===== src/supply_supervisor_pkg.sv =====
// Overview of operation
// - A disabled low-side supervisor is off everywhere; enabled, it runs normal or full performance in active/LPM0/LPM1 per its full-performance bit.
// - In LOW_POWER_LEVEL_TWO/3/4 the low-side supervisor is off with mode 0, keeps its state under manual control, and drops full to normal and normal to off under automatic control.
// - The low-side monitor is off when disabled, follows its full-performance bit when awake, and in LOW_POWER_LEVEL_TWO/3/4 keeps its state (manual) or steps down one level (automatic).
// - Wake-up uses the slow time (about 150 us) only when the low-side supervisor is enabled in normal performance; otherwise the fast time.
// - The high-side supervisor decodes its enable, mode and full-performance bits exactly like the low side.
// - The high-side monitor is off when disabled, else normal or full when awake, and in LOW_POWER_LEVEL_TWO/3/4 keeps (manual) or steps down (automatic).
// - Entering LOW_POWER_LEVEL_TWO/3/4 while settling leaves the unit unable to wake; a power-up clear such as a watchdog one restores normal operation.
// - An external reset or a power cycle also recovers from the failed wake-up condition.
// - With overvoltage protection enabled, the high-side monitor raises a power-on reset when the supply exceeds its overvoltage threshold.
// - With high-side automatic control set, the high-side monitor raises no overvoltage reset in LOW_POWER_LEVEL_TWO/3/4, even when it steps down to normal there.
// Purpose: shared constants and decode functions of the supply supervisor
// Assumes: 200 MHz system clock, 32-bit AHB-Lite register bus
// Notes: unit states are 2-bit codes, off / normal / full performance
package supply_supervisor_pkg;
    localparam int CLOCK_MHZ = 200;
    localparam int SETTLE_FULL_NS = 2000;
    localparam int SETTLE_NORMAL_NS = 150000;
    localparam int WAKE_SLOW_NS = 150000;
    localparam int SETTLE_FULL_CYCLES = SETTLE_FULL_NS * CLOCK_MHZ / 1000;
    localparam int SETTLE_NORMAL_CYCLES = SETTLE_NORMAL_NS * CLOCK_MHZ / 1000;
    localparam int WAKE_SLOW_CYCLES = WAKE_SLOW_NS * CLOCK_MHZ / 1000;
    localparam int WAKE_FAST_CYCLES = 16;

    localparam logic [7:0] OFFSET_LOW_CTL = 8'h00;
    localparam logic [7:0] OFFSET_HIGH_CTL = 8'h04;
    localparam logic [7:0] OFFSET_FLAGS = 8'h08;
    localparam logic [7:0] OFFSET_INT_STATUS = 8'h0c;
    localparam logic [7:0] OFFSET_INT_MASK = 8'h10;
    localparam logic [7:0] OFFSET_UNIT_STATE = 8'h14;

    localparam int CTL_WIDTH = 7;
    localparam int BIT_SUP_EN = 0;
    localparam int BIT_SUP_MODE = 1;
    localparam int BIT_SUP_FP = 2;
    localparam int BIT_AUTO = 3;
    localparam int BIT_MON_EN = 4;
    localparam int BIT_MON_FP = 5;
    localparam int BIT_OVP_EN = 6;
    localparam logic [CTL_WIDTH-1:0] LOW_CTL_RESET = 7'h00;
    localparam logic [CTL_WIDTH-1:0] HIGH_CTL_RESET = 7'h00;

    localparam int INT_WIDTH = 4;
    localparam int INT_LOW_SETTLED = 0;
    localparam int INT_HIGH_SETTLED = 1;
    localparam int INT_WAKE_FAIL = 2;
    localparam int INT_WAKE_DONE = 3;
    localparam logic [INT_WIDTH-1:0] INT_MASK_RESET = 4'h0;

    localparam logic [1:0] UNIT_OFF = 2'h0;
    localparam logic [1:0] UNIT_NORMAL = 2'h1;
    localparam logic [1:0] UNIT_FULL = 2'h2;

    function automatic logic [1:0] supervisorState(input logic en,
        input logic md, input logic fp, input logic auto_, input logic deep);
        logic [1:0] awake;
        awake = fp ? UNIT_FULL : UNIT_NORMAL;
        if (!en) begin
            return UNIT_OFF;
        end else if (!deep) begin
            return awake;
        end else if (!md) begin
            return UNIT_OFF;
        end else if (!auto_) begin
            return awake;
        end
        return fp ? UNIT_NORMAL : UNIT_OFF;
    endfunction : supervisorState

    function automatic logic [1:0] monitorState(input logic en,
        input logic fp, input logic auto_, input logic deep);
        logic [1:0] awake;
        awake = fp ? UNIT_FULL : UNIT_NORMAL;
        if (!en) begin
            return UNIT_OFF;
        end else if (!deep || !auto_) begin
            return awake;
        end
        return fp ? UNIT_NORMAL : UNIT_OFF;
    endfunction : monitorState
endpackage : supply_supervisor_pkg


===== src/interval_timer.sv =====
// Purpose: down counter that measures one settling or wake interval
// Assumes: load value of at least one cycle
// Notes: a load in the cycle the count ends restarts it and drops the done
`timescale 1ns/1ps
module interval_timer #(
    parameter int WIDTH = 16
) (
    input wire logic clock,
    input wire logic clear,
    input wire logic load,
    input wire logic [WIDTH-1:0] loadValue,
    output logic busy,
    output logic done
);
    logic [WIDTH-1:0] count_reg;
    logic [WIDTH-1:0] count_next;
    logic done_reg;
    logic done_next;

    initial begin
        if (WIDTH < 2 || WIDTH > 24) begin
            $error("interval_timer width out of range");
        end
    end

    assign count_next = load ? loadValue :
        (count_reg != '0) ? count_reg - 1'b1 : count_reg;
    assign done_next = !load && (count_reg == {{(WIDTH-1){1'b0}}, 1'b1});

    always_ff @(posedge clock) begin
        if (clear) begin
            count_reg <= '0;
            done_reg <= 1'b0;
        end else begin
            count_reg <= count_next;
            done_reg <= done_next;
        end
    end

    assign busy = (count_reg != '0);
    assign done = done_reg;
endmodule : interval_timer


===== src/supply_supervisor_mode_control.sv =====
// Purpose: supervisor and monitor mode decode, wake timing, settle flags
// Assumes: core gives one-cycle sleep entry and wake event pulses
// Notes: all reset sources clear the block synchronously, except the pin synchronisers, which only sys_rst clears
`timescale 1ns/1ps
module supply_supervisor_mode_control #(
    parameter int SETTLE_SLOW_CYCLES =
        supply_supervisor_pkg::SETTLE_NORMAL_CYCLES,
    parameter int WAKE_SLOW_CYCLES = supply_supervisor_pkg::WAKE_SLOW_CYCLES,
    parameter int WAKE_FAST_CYCLES = supply_supervisor_pkg::WAKE_FAST_CYCLES,
    parameter int TIMER_WIDTH = 16
) (
    input wire logic clock,
    input wire logic sys_rst,
    input wire logic hsel,
    input wire logic [31:0] haddr,
    input wire logic [1:0] htrans,
    input wire logic hwrite,
    input wire logic [2:0] hsize,
    input wire logic [31:0] hwdata,
    input wire logic hready,
    output logic hreadyout,
    output logic [31:0] hrdata,
    output logic hresp,
    input wire logic sleepEnter,
    input wire logic wakeEvent,
    input wire logic powerUpClear,
    input wire logic extReset_n,
    input wire logic overvoltageRaw,
    output logic [1:0] lowSupervisorState,
    output logic [1:0] lowMonitorState,
    output logic [1:0] highSupervisorState,
    output logic [1:0] highMonitorState,
    output logic slowWakeup,
    output logic inLowPower,
    output logic wakeDone,
    output logic wakeStuck,
    output logic porRequest,
    output logic irq
);
    typedef enum logic [1:0] {RUN, SLEEP, WAKING, STUCK} power_state_t;

    localparam int TW = TIMER_WIDTH;
    localparam int CW = supply_supervisor_pkg::CTL_WIDTH;
    localparam int IW = supply_supervisor_pkg::INT_WIDTH;

    initial begin
        if (SETTLE_SLOW_CYCLES < 1 || SETTLE_SLOW_CYCLES >= (1 << TW) ||
            WAKE_SLOW_CYCLES < 1 || WAKE_SLOW_CYCLES >= (1 << TW) ||
            WAKE_FAST_CYCLES < 1 || WAKE_FAST_CYCLES >= (1 << TW)) begin
            $error("interval counts do not fit the timer width");
        end
    end

    // pin synchronisers, reset only by the power cycle
    logic extMeta_reg;
    logic extSync_reg;
    logic ovMeta_reg;
    logic ovSync_reg;

    always_ff @(posedge clock) begin
        if (sys_rst) begin
            extMeta_reg <= 1'b1;
            extSync_reg <= 1'b1;
            ovMeta_reg <= 1'b0;
            ovSync_reg <= 1'b0;
        end else begin
            extMeta_reg <= extReset_n;
            extSync_reg <= extMeta_reg;
            ovMeta_reg <= overvoltageRaw;
            ovSync_reg <= ovMeta_reg;
        end
    end

    // any of these recovers a stuck wake-up, not only the power cycle
    logic clearAll;
    assign clearAll = sys_rst | powerUpClear | !extSync_reg;

    // bus address phase and data phase tracking
    logic addrTaken;
    logic wrPend_reg;
    logic wrPend_next;
    logic rdPend_reg;
    logic rdPend_next;
    logic rdDone_reg;
    logic rdDone_next;
    logic [7:0] phaseAddr_reg;
    logic [7:0] phaseAddr_next;

    assign addrTaken = hsel && htrans[1] && hready;
    assign wrPend_next = addrTaken && hwrite;
    assign rdPend_next = addrTaken ? !hwrite : (rdPend_reg && !rdDone_reg);
    assign rdDone_next = rdPend_reg && !rdDone_reg;
    assign phaseAddr_next = addrTaken ? haddr[7:0] : phaseAddr_reg;

    always_ff @(posedge clock) begin
        if (clearAll) begin
            wrPend_reg <= 1'b0;
            rdPend_reg <= 1'b0;
            rdDone_reg <= 1'b0;
            phaseAddr_reg <= 8'h00;
        end else begin
            wrPend_reg <= wrPend_next;
            rdPend_reg <= rdPend_next;
            rdDone_reg <= rdDone_next;
            phaseAddr_reg <= phaseAddr_next;
        end
    end

    // one wait state on reads so a write just before is already visible
    assign hreadyout = !(rdPend_reg && !rdDone_reg);
    assign hresp = 1'b0;

    logic wrLowCtl;
    logic wrHighCtl;
    logic wrIntStatus;
    logic wrIntMask;
    assign wrLowCtl = wrPend_reg &&
        (phaseAddr_reg == supply_supervisor_pkg::OFFSET_LOW_CTL);
    assign wrHighCtl = wrPend_reg &&
        (phaseAddr_reg == supply_supervisor_pkg::OFFSET_HIGH_CTL);
    assign wrIntStatus = wrPend_reg &&
        (phaseAddr_reg == supply_supervisor_pkg::OFFSET_INT_STATUS);
    assign wrIntMask = wrPend_reg &&
        (phaseAddr_reg == supply_supervisor_pkg::OFFSET_INT_MASK);

    // control registers
    logic [CW-1:0] lowCtl_reg;
    logic [CW-1:0] lowCtl_next;
    logic [CW-1:0] highCtl_reg;
    logic [CW-1:0] highCtl_next;
    assign lowCtl_next = wrLowCtl ? hwdata[CW-1:0] : lowCtl_reg;
    assign highCtl_next = wrHighCtl ? hwdata[CW-1:0] : highCtl_reg;

    always_ff @(posedge clock) begin
        if (clearAll) begin
            lowCtl_reg <= supply_supervisor_pkg::LOW_CTL_RESET;
            highCtl_reg <= supply_supervisor_pkg::HIGH_CTL_RESET;
        end else begin
            lowCtl_reg <= lowCtl_next;
            highCtl_reg <= highCtl_next;
        end
    end

    logic lowSupEn;
    logic lowSupMode;
    logic lowSupFp;
    logic lowAuto;
    logic lowMonEn;
    logic lowMonFp;
    logic highSupEn;
    logic highSupMode;
    logic highSupFp;
    logic highAuto;
    logic highMonEn;
    logic highMonFp;
    logic ovpEnable;
    assign lowSupEn = lowCtl_reg[supply_supervisor_pkg::BIT_SUP_EN];
    assign lowSupMode = lowCtl_reg[supply_supervisor_pkg::BIT_SUP_MODE];
    assign lowSupFp = lowCtl_reg[supply_supervisor_pkg::BIT_SUP_FP];
    assign lowAuto = lowCtl_reg[supply_supervisor_pkg::BIT_AUTO];
    assign lowMonEn = lowCtl_reg[supply_supervisor_pkg::BIT_MON_EN];
    assign lowMonFp = lowCtl_reg[supply_supervisor_pkg::BIT_MON_FP];
    assign highSupEn = highCtl_reg[supply_supervisor_pkg::BIT_SUP_EN];
    assign highSupMode = highCtl_reg[supply_supervisor_pkg::BIT_SUP_MODE];
    assign highSupFp = highCtl_reg[supply_supervisor_pkg::BIT_SUP_FP];
    assign highAuto = highCtl_reg[supply_supervisor_pkg::BIT_AUTO];
    assign highMonEn = highCtl_reg[supply_supervisor_pkg::BIT_MON_EN];
    assign highMonFp = highCtl_reg[supply_supervisor_pkg::BIT_MON_FP];
    assign ovpEnable = highCtl_reg[supply_supervisor_pkg::BIT_OVP_EN];

    // settle timers; a new write reloads, so the set wins over the expiry
    logic [TW-1:0] settleFull;
    logic [TW-1:0] settleSlow;
    logic [TW-1:0] lowSettleLoad;
    logic [TW-1:0] highSettleLoad;
    logic lowSettling;
    logic highSettling;
    logic lowSettled;
    logic highSettled;
    assign settleFull = TW'(supply_supervisor_pkg::SETTLE_FULL_CYCLES);
    assign settleSlow = TW'(SETTLE_SLOW_CYCLES);
    assign lowSettleLoad = hwdata[supply_supervisor_pkg::BIT_SUP_FP] ?
        settleFull : settleSlow;
    assign highSettleLoad = hwdata[supply_supervisor_pkg::BIT_SUP_FP] ?
        settleFull : settleSlow;

    interval_timer #(.WIDTH(TW)) lowSettleTimer (
        .clock(clock),
        .clear(clearAll),
        .load(wrLowCtl),
        .loadValue(lowSettleLoad),
        .busy(lowSettling),
        .done(lowSettled)
    );

    interval_timer #(.WIDTH(TW)) highSettleTimer (
        .clock(clock),
        .clear(clearAll),
        .load(wrHighCtl),
        .loadValue(highSettleLoad),
        .busy(highSettling),
        .done(highSettled)
    );

    // low-power sequencing
    power_state_t state_reg;
    power_state_t state_next;
    logic deep;
    logic wakeStart;
    logic wakeTimerDone;
    logic [TW-1:0] wakeLoad;
    logic enterStuck;

    assign deep = (state_reg != RUN);
    assign slowWakeup = lowSupEn && !lowSupFp;
    assign wakeLoad = slowWakeup ? TW'(WAKE_SLOW_CYCLES) :
        TW'(WAKE_FAST_CYCLES);
    assign wakeStart = (state_reg == SLEEP) && wakeEvent;
    // sleeping before both flags clear loses the wake path
    assign enterStuck = (state_reg == RUN) && sleepEnter &&
        (lowSettling || highSettling);

    always_comb begin
        state_next = state_reg;
        case (state_reg)
            RUN: begin
                if (sleepEnter) begin
                    state_next = enterStuck ? STUCK : SLEEP;
                end
            end
            SLEEP: begin
                if (wakeEvent) begin
                    state_next = WAKING;
                end
            end
            WAKING: begin
                if (wakeTimerDone) begin
                    state_next = RUN;
                end
            end
            STUCK: begin
                state_next = STUCK;
            end
            default: begin
                state_next = RUN;
            end
        endcase
    end

    always_ff @(posedge clock) begin
        if (clearAll) begin
            state_reg <= RUN;
        end else begin
            state_reg <= state_next;
        end
    end

    interval_timer #(.WIDTH(TW)) wakeTimer (
        .clock(clock),
        .clear(clearAll),
        .load(wakeStart),
        .loadValue(wakeLoad),
        .busy(),
        .done(wakeTimerDone)
    );

    // unit operating states
    logic [1:0] lowSupNext;
    logic [1:0] lowMonNext;
    logic [1:0] highSupNext;
    logic [1:0] highMonNext;
    logic [1:0] lowSup_reg;
    logic [1:0] lowMon_reg;
    logic [1:0] highSup_reg;
    logic [1:0] highMon_reg;
    assign lowSupNext = supply_supervisor_pkg::supervisorState(lowSupEn,
        lowSupMode, lowSupFp, lowAuto, deep);
    assign lowMonNext = supply_supervisor_pkg::monitorState(lowMonEn,
        lowMonFp, lowAuto, deep);
    assign highSupNext = supply_supervisor_pkg::supervisorState(highSupEn,
        highSupMode, highSupFp, highAuto, deep);
    assign highMonNext = supply_supervisor_pkg::monitorState(highMonEn,
        highMonFp, highAuto, deep);

    always_ff @(posedge clock) begin
        if (clearAll) begin
            lowSup_reg <= supply_supervisor_pkg::UNIT_OFF;
            lowMon_reg <= supply_supervisor_pkg::UNIT_OFF;
            highSup_reg <= supply_supervisor_pkg::UNIT_OFF;
            highMon_reg <= supply_supervisor_pkg::UNIT_OFF;
        end else begin
            lowSup_reg <= lowSupNext;
            lowMon_reg <= lowMonNext;
            highSup_reg <= highSupNext;
            highMon_reg <= highMonNext;
        end
    end

    // risky set-up for software to inspect; the hardware does not refuse it
    logic lowFastOrOff;
    logic highDropsOff;
    logic riskyConfig;
    assign lowFastOrOff = !lowSupEn || lowSupFp || !lowMonEn || lowMonFp;
    assign highDropsOff = (highSupEn && !highSupFp &&
        (!highSupMode || highAuto)) ||
        (highMonEn && !highMonFp && highAuto);
    assign riskyConfig = lowFastOrOff && highDropsOff;

    // overvoltage reset; auto control silences it while sleeping
    logic ovpActive;
    logic por_reg;
    logic por_next;
    assign ovpActive = ovpEnable && (highMonNext !=
        supply_supervisor_pkg::UNIT_OFF) && !(deep && highAuto);
    assign por_next = ovpActive && ovSync_reg;

    always_ff @(posedge clock) begin
        if (clearAll) begin
            por_reg <= 1'b0;
        end else begin
            por_reg <= por_next;
        end
    end

    // sticky interrupt flags, write one to clear, a new event wins
    logic [IW-1:0] events;
    logic [IW-1:0] intStatus_reg;
    logic [IW-1:0] intStatus_next;
    logic [IW-1:0] intMask_reg;
    logic [IW-1:0] intMask_next;
    logic [IW-1:0] statusClear;
    assign events = {wakeTimerDone, enterStuck, highSettled, lowSettled};
    assign statusClear = wrIntStatus ? hwdata[IW-1:0] : '0;
    assign intStatus_next = (intStatus_reg & ~statusClear) | events;
    assign intMask_next = wrIntMask ? hwdata[IW-1:0] : intMask_reg;

    always_ff @(posedge clock) begin
        if (clearAll) begin
            intStatus_reg <= '0;
            intMask_reg <= supply_supervisor_pkg::INT_MASK_RESET;
        end else begin
            intStatus_reg <= intStatus_next;
            intMask_reg <= intMask_next;
        end
    end

    assign irq = |(intStatus_reg & intMask_reg);

    // read data, captured in the wait cycle of a read
    logic [31:0] readWord;
    logic [31:0] unitWord;
    logic [31:0] hrdata_reg;
    logic [31:0] hrdata_next;
    assign unitWord = {20'h00000, inLowPower, riskyConfig, wakeStuck,
        slowWakeup, highMon_reg, highSup_reg, lowMon_reg, lowSup_reg};
    assign readWord =
        (phaseAddr_reg == supply_supervisor_pkg::OFFSET_LOW_CTL) ?
            {{(32-CW){1'b0}}, lowCtl_reg} :
        (phaseAddr_reg == supply_supervisor_pkg::OFFSET_HIGH_CTL) ?
            {{(32-CW){1'b0}}, highCtl_reg} :
        (phaseAddr_reg == supply_supervisor_pkg::OFFSET_FLAGS) ?
            {30'h00000000, highSettling, lowSettling} :
        (phaseAddr_reg == supply_supervisor_pkg::OFFSET_INT_STATUS) ?
            {{(32-IW){1'b0}}, intStatus_reg} :
        (phaseAddr_reg == supply_supervisor_pkg::OFFSET_INT_MASK) ?
            {{(32-IW){1'b0}}, intMask_reg} :
        (phaseAddr_reg == supply_supervisor_pkg::OFFSET_UNIT_STATE) ?
            unitWord : 32'h00000000;
    assign hrdata_next = rdDone_next ? readWord : hrdata_reg;

    always_ff @(posedge clock) begin
        if (clearAll) begin
            hrdata_reg <= 32'h00000000;
        end else begin
            hrdata_reg <= hrdata_next;
        end
    end

    assign hrdata = hrdata_reg;
    assign lowSupervisorState = lowSup_reg;
    assign lowMonitorState = lowMon_reg;
    assign highSupervisorState = highSup_reg;
    assign highMonitorState = highMon_reg;
    assign inLowPower = deep;
    assign wakeDone = wakeTimerDone;
    assign wakeStuck = (state_reg == STUCK);
    assign porRequest = por_reg;
endmodule : supply_supervisor_mode_control


===== config.mk =====
export PLATFORM = sky130hd
export DESIGN_NAME = supply_supervisor_mode_control
export DESIGN_NICKNAME = d
export VERILOG_FILES = /design/src/supply_supervisor_pkg.sv /design/src/interval_timer.sv /design/src/supply_supervisor_mode_control.sv
export SDC_FILE = /design/constraint.sdc
export NUM_CORES = 1
export LEC_CHECK = 0
export ABC_AREA = 1
export BUFFER_PORTS_ARGS = -buffer_cell sky130_fd_sc_hd__buf_2
export CELL_PAD_IN_SITES_DETAIL_PLACEMENT = 1
export CELL_PAD_IN_SITES_GLOBAL_PLACEMENT = 1
export CORE_ASPECT_RATIO = 1.4
export CORE_MARGIN = 2
export CORE_UTILIZATION = 39
export DETAILED_ROUTE_END_ITERATION = 6
export PLACE_DENSITY = 0.92
export SLEW_MARGIN = 20
export SYNTH_ARGS = -nofsm -noshare
export SYNTH_HDL_FRONTEND = slang
export SYNTH_SLANG_ARGS = --single-unit

===== constraint.sdc =====
create_clock -name clock -period 2 [get_ports clock]
set_input_delay 0.4 -clock clock [delete_from_list [all_inputs] [get_ports clock]]
set_output_delay 0.4 -clock clock [all_outputs]
set_load 0.03 [all_outputs]

## After elaboration in Yosys (flattened, before gate mapping)

Cells that the tools add are included.
W data, S select, Z words.

- Flip-flop bits (word level): 131
- Input port bits: 79

- Add/subtract/negate cells: 3
- Eq/ne operators: 14
- Muxes and demuxes: 57
- Bitwise logic cells: 6
- Reduce and logical (&&, ||, !) cells: 61

Operator list:

| kind | count |
|---|---|
| $mux W16 | 6 |
| $mux W12 | 6 |
| $eq A16 B1 Y1 const B | 3 |
| $mux W2 | 24 |
| $reduce_bool A16 Y1 | 3 |
| $sub A16 B1 Y16 const B | 3 |
| $mux W15 | 2 |
| $logic_and A1 B1 Y1 | 24 |
| $logic_not A1 Y1 | 17 |
| $mux W1 | 17 |
| $eq A8 B4 Y1 const B | 2 |
| $eq A8 B5 Y1 const B | 2 |
| $reduce_bool A2 Y1 | 5 |
| $and A4 B4 Y4 | 2 |
| $eq A8 B3 Y1 const B | 1 |
| $logic_not A8 Y1 | 1 |
| $logic_or A1 B1 Y1 | 8 |
| $pmux W2 S4 | 1 |
| $eq A2 B2 Y1 const B | 2 |
| $mux W4 | 1 |
| $ne A2 B2 Y1 const B | 2 |
| $not A4 Y4 | 1 |
| $or A4 B4 Y4 | 1 |
| $reduce_or A4 Y1 | 1 |
| other kinds (5) | 6 |

## Longest topological paths before layout

- Depth after elaboration: 11
- Mapped depth: 10
- Mapped depth without buffers: 10

## Modules after synthesis

A second synthesis with hierarchy kept.

- Cell total of the unflattened synthesis: 931
- Area, all modules: 6362.4 sq um

Modules (own cells, without submodules):

| module | times used | cells an instance | area each (sq um) | sequential area each (sq um) |
|---|---|---|---|---|
| interval_timer | 3 | 186 | 1189.9 | 340.3 |
| supply_supervisor_mode_control | 1 | 373 | 2792.7 | 1201.2 |

## Least setup slack after synthesis

OpenSTA, ideal clock, no wires.

- Path type: register -> register
- Start: reg state_reg[0]
- End: reg state_reg[1]
- Setup time: 0.074 ns
- Data arrival time: 1.495 ns
- Data required time: 1.926 ns
- Path slack: 0.431 ns
- Cell stages (with the launch flop): 8
- Path buffers: 0
- Period minus slack after synthesis: 1.569 ns
- Cell sequence: dfxtp_1 > inv_1 > ha_1 > inv_1 > nor2_1 > nor3_1 > o21ai_0 > a31oi_1

- Longest elaborated chain between the ends: 6

Ends and longest elaborated chain:

| item | line | RTL |
|---|---|---|
| start, declared | supply_supervisor_mode_control.sv:206 | `power_state_t state_reg;` |
| start signal, assigned | supply_supervisor_mode_control.sv:254 | `state_reg <= state_next;` |
| $logic_not A2 Y1 | supply_supervisor_mode_control.sv:220, supply_supervisor_mode_control.sv:225 |  |
| $logic_and A1 B1 Y1 (2 in a row) | supply_supervisor_mode_control.sv:220 | `assign enterStuck = (state_reg == RUN) && sleepEnter &&` |
| $mux W2 | supply_supervisor_mode_control.sv:228 | `state_next = enterStuck ? STUCK : SLEEP;` |
| $mux W2 | supply_supervisor_mode_control.sv:227 | `if (sleepEnter) begin` |
| $pmux W2 S4 | supply_supervisor_mode_control.sv:225 | `case (state_reg)` |

Parallel ways exist; a longest one is shown, timed or not. The select of a mux whose other input is x is not followed.
A chain may end at the register's enable or synchronous reset.

## Worst setup path after layout

- Start: reg state_reg[1]
- End: out inLowPower

- Longest elaborated chain between the ends: 1

Ends and longest elaborated chain:

| item | line | RTL |
|---|---|---|
| $reduce_bool A2 Y1 | supply_supervisor_mode_control.sv:214 | `assign deep = (state_reg != RUN);` |
| end, declared | supply_supervisor_mode_control.sv:34 | `output logic inLowPower,` |

Every way passes these cells.

==> results.yml <==
floorplan:
  core_um2: 14510
  num_rows: 52
  initial_core_util: 0.3998
  fp.dieArea_um2: 15880
  die_w_um: 107.1
  die_y_um: 148.3
  io_pins: 127
layout:
  nets: 944
  multi_input_area_um2: 3077
  fillers: 1861
  layout-drive-gt1-share: 0.1750
  fin_area_um2: 6539
  area_growth_pct: 12.73
  ff_latch_area_um2: 2222
timing:
  tns_ps: 0
  period_share: 0.9260
  grt_setup_unrepaired: "false"
  setup_viol: 0
  hold_viol_final: 0
  slew_headroom: 0.5654
  max_freq_mhz: 539.9
  setup_ws_ps: 148.0
  slew_viol_final: 0
  min_period_ps: 1852
  skew_ps: 10.60
  worst_pin_slew_ps: 650.0
drt:
  drt-initial-drc-count: 283
  vias: 5533
  route.detailed.drc: 0
  drt-pass1-iter-count: 5
  drt-vias-per-instance: 5.285
  ant_nets: 0
  routed_wl_um: 17970
  routedWlPerCell_um: 17.16
setup_path:
  endpoint_kind: "output pin"
  required_ps: 1600
  cp_max_fo: 4
  max_stage_delay_ps: 390
  crit_family: "buffers and inverters"
  crit_type: "register to output pin"
  crit_buf_inv: 3
  cp_common_cell: "inv_1"
  cp_cell_sequence: "inv_1 -> ha_1 -> inv_1 -> buf_2"
  timing.rr.end: "intMask_reg[0]"
  crit_arrival_ps: 1450
  ff2ff_setup_slack_ps: 210
  reg2reg_from: "phaseAddr_reg[0]"
  slowest_stage: "dfxtp_1"
  cp-start-kind: "register"
  reg2regPathDepth: 7
synthesis:
  synthAdderAreaFrac: 0.02804
  synth_seq_cells: 111
  yosysWarnings: 0
  syn-cell-area_um2: 5801
  ys_seq_area_frac: 0.3831
  synth_top_family_by_area: "simple AND/OR/NAND/NOR gates"
  synth-compound-area-share: 0.1327
  yosys.area_share.xor_xnor: 0.03473
  synth-simple-area-share: 0.3201
  netlist_instances: 792
  syn_area_per_cell_um2: 7.324
  muxShareOfSynthArea: 0
  synth_cell_types: 47
global_route:
  gr-total-overflow: 0
  antenna_found_initial: 0
  grt_pass1_wl_um: 28780
  grt_max_degree: 24
  grt_pass1_vias: 5947
  track_usage: 0.2290
min_path:
  hold_path_class: "input port to register"
  hold-path-cell-count: 2
  holdPathEnd: "extMeta_reg"
  hp-start: "extReset_n"
clocking:
  clk_pin_slew_worst_paths_ps: 80
  clockBufferDepth: 2
  cts_buffers: 9
  cts.sinks: 111
  clk_latency_ps: 360
  root_buffer: "clkbuf_16"
  tritoncts: "yes"
  cts_htree_levels: 3
power:
  p_leak_nw: 2.961
  totalPowerFinal_mw: 10.67
  powerDensity_nw_per_um2: 1632
  vdd_drop_max_mv: 0.7236
placement:
  gp_congestion: 0.8668
  port_buffers: 52
  hpwl_um: 12380
  dp_slack_ps: 234.1
  placed_cell_area_um2: 6208
flow_run:
  maxCapViolations: 0
outcome:
  status: "complete, no violations"
cells in the mapped netlist (all sizes together):
library cell,count,area share
a21o,2,0.0026
xor2,10,0.015
o211ai,5,0.0065
nor4,4,0.0054
a21oi,67,0.062
nor3,14,0.012
a31oi,1,0.0011
a221oi,1,0.0015
a32o,1,0.0017
nor3b,1,0.0022
inv,86,0.057
clkbuf,3,0.0019
o21ai,55,0.049
or2,6,0.0065
nand3,48,0.045
nor2,143,0.12
nand4,7,0.0075
xnor2,13,0.020
bufinv,1,0.0030
buf,30,0.039
o21bai,3,0.0039
a211oi,1,0.0022
ha,13,0.028
o22ai,2,0.0022
and3,1,0.0011
nand2,162,0.12
dfxtp,111,0.38
conb,1,0.00065
how the worst max path moves through the flow:
stage / start / endpoint / slack, ps / depth (start not counted)
global placement: lowSettleTimer.count_reg[8] / lowSettleTimer.count_reg[10] / 280 / 8
CTS: lowSettleTimer.count_reg[10] / lowSettleTimer.count_reg[10] / 130 / 8
floorplan: state_reg[0] / state_reg[1] / 430 / 7
detailed placement: sys_rst / hrdata[2] / 230 / 8
global route: state_reg[0] / inLowPower / 50 / 4
finish: state_reg[1] / inLowPower / 150 / 4
per-layer routing:
layer / track usage / part of all wire / vias up
li1: - / - / 2631
met1: 0.2291 / 0.37 / 2699
met2: 0.4434 / 0.55 / 152
met3: 0.04119 / 0.041 / 51
met4: 0.1130 / 0.039 / 0
met5: 0 / 0 / -
where the power goes:
part	internal, mW	switching (mW)	leakage [nW]
sequential	2.56	0.354	0.901
combinational	2.02	3.75	1.90
clock	1.11	0.882	0.158
total	5.69	4.98	2.96
layout by cell type, fill, tap and decap left out, drive strengths merged, types with 4 or more instances in the layout:
master and n:
xnor2 13, xor2 10, or2 6, clkbuf 10, nand3 48, o21ai 55, ha 13, nand2 162
o211ai 5, nor3 14, nand4 7, conb 21, nor2 143, dfxtp 111, nor4 4, inv 89
buf 62, a21oi 67
metrics by stage:
step | util | hold WS (ps) | instances
floorplan | - | 388.3 | 812
global placement | 0.4279 | 391.7 | 1030
detailed placement | 0.4279 | 402.9 | 1030
CTS | 0.4500 | 221.4 | 1046
global route | 0.4505 | 227.7 | 1046
finish | 0.4507 | 228.0 | 1047
layout make-up:
class | count | area share
inverters | 87 | 0.05281
clock buffers | 10 | 0.03502
multi-input cells | 581 | 0.4705
flip-flops and latches | 111 | 0.3398
well taps | 189 | 0.03617
clock inverters | 6 | 0.01397
diodes | 1 | 0.0003827
repair buffers | 62 | 0.05128
cells by family after synthesis:
logic type,count (synthesis)
compound gates,138
other cells,1
fa+ha+maj,13
flops,111
xor+xnor,23
simple gates,386
buf+inv,120
worst register-to-register path: stages (launching register included):
cell and delay, ps:
dfxtp_1 330, nor2_2 160, nand3_1 220, nor2_2 300
inv_1 140, nor2_4 210, o21ai_0 160, a21oi_1 190
repair_timing:
action | 4_1_cts | 5_1_grt
buffers inserted | 0 | 0
gates resized for setup | 0 | 1
endpoints found under the setup margin | 0 | 3
hold buffers | 0 | 0
(Power assumes the default switching activity.)
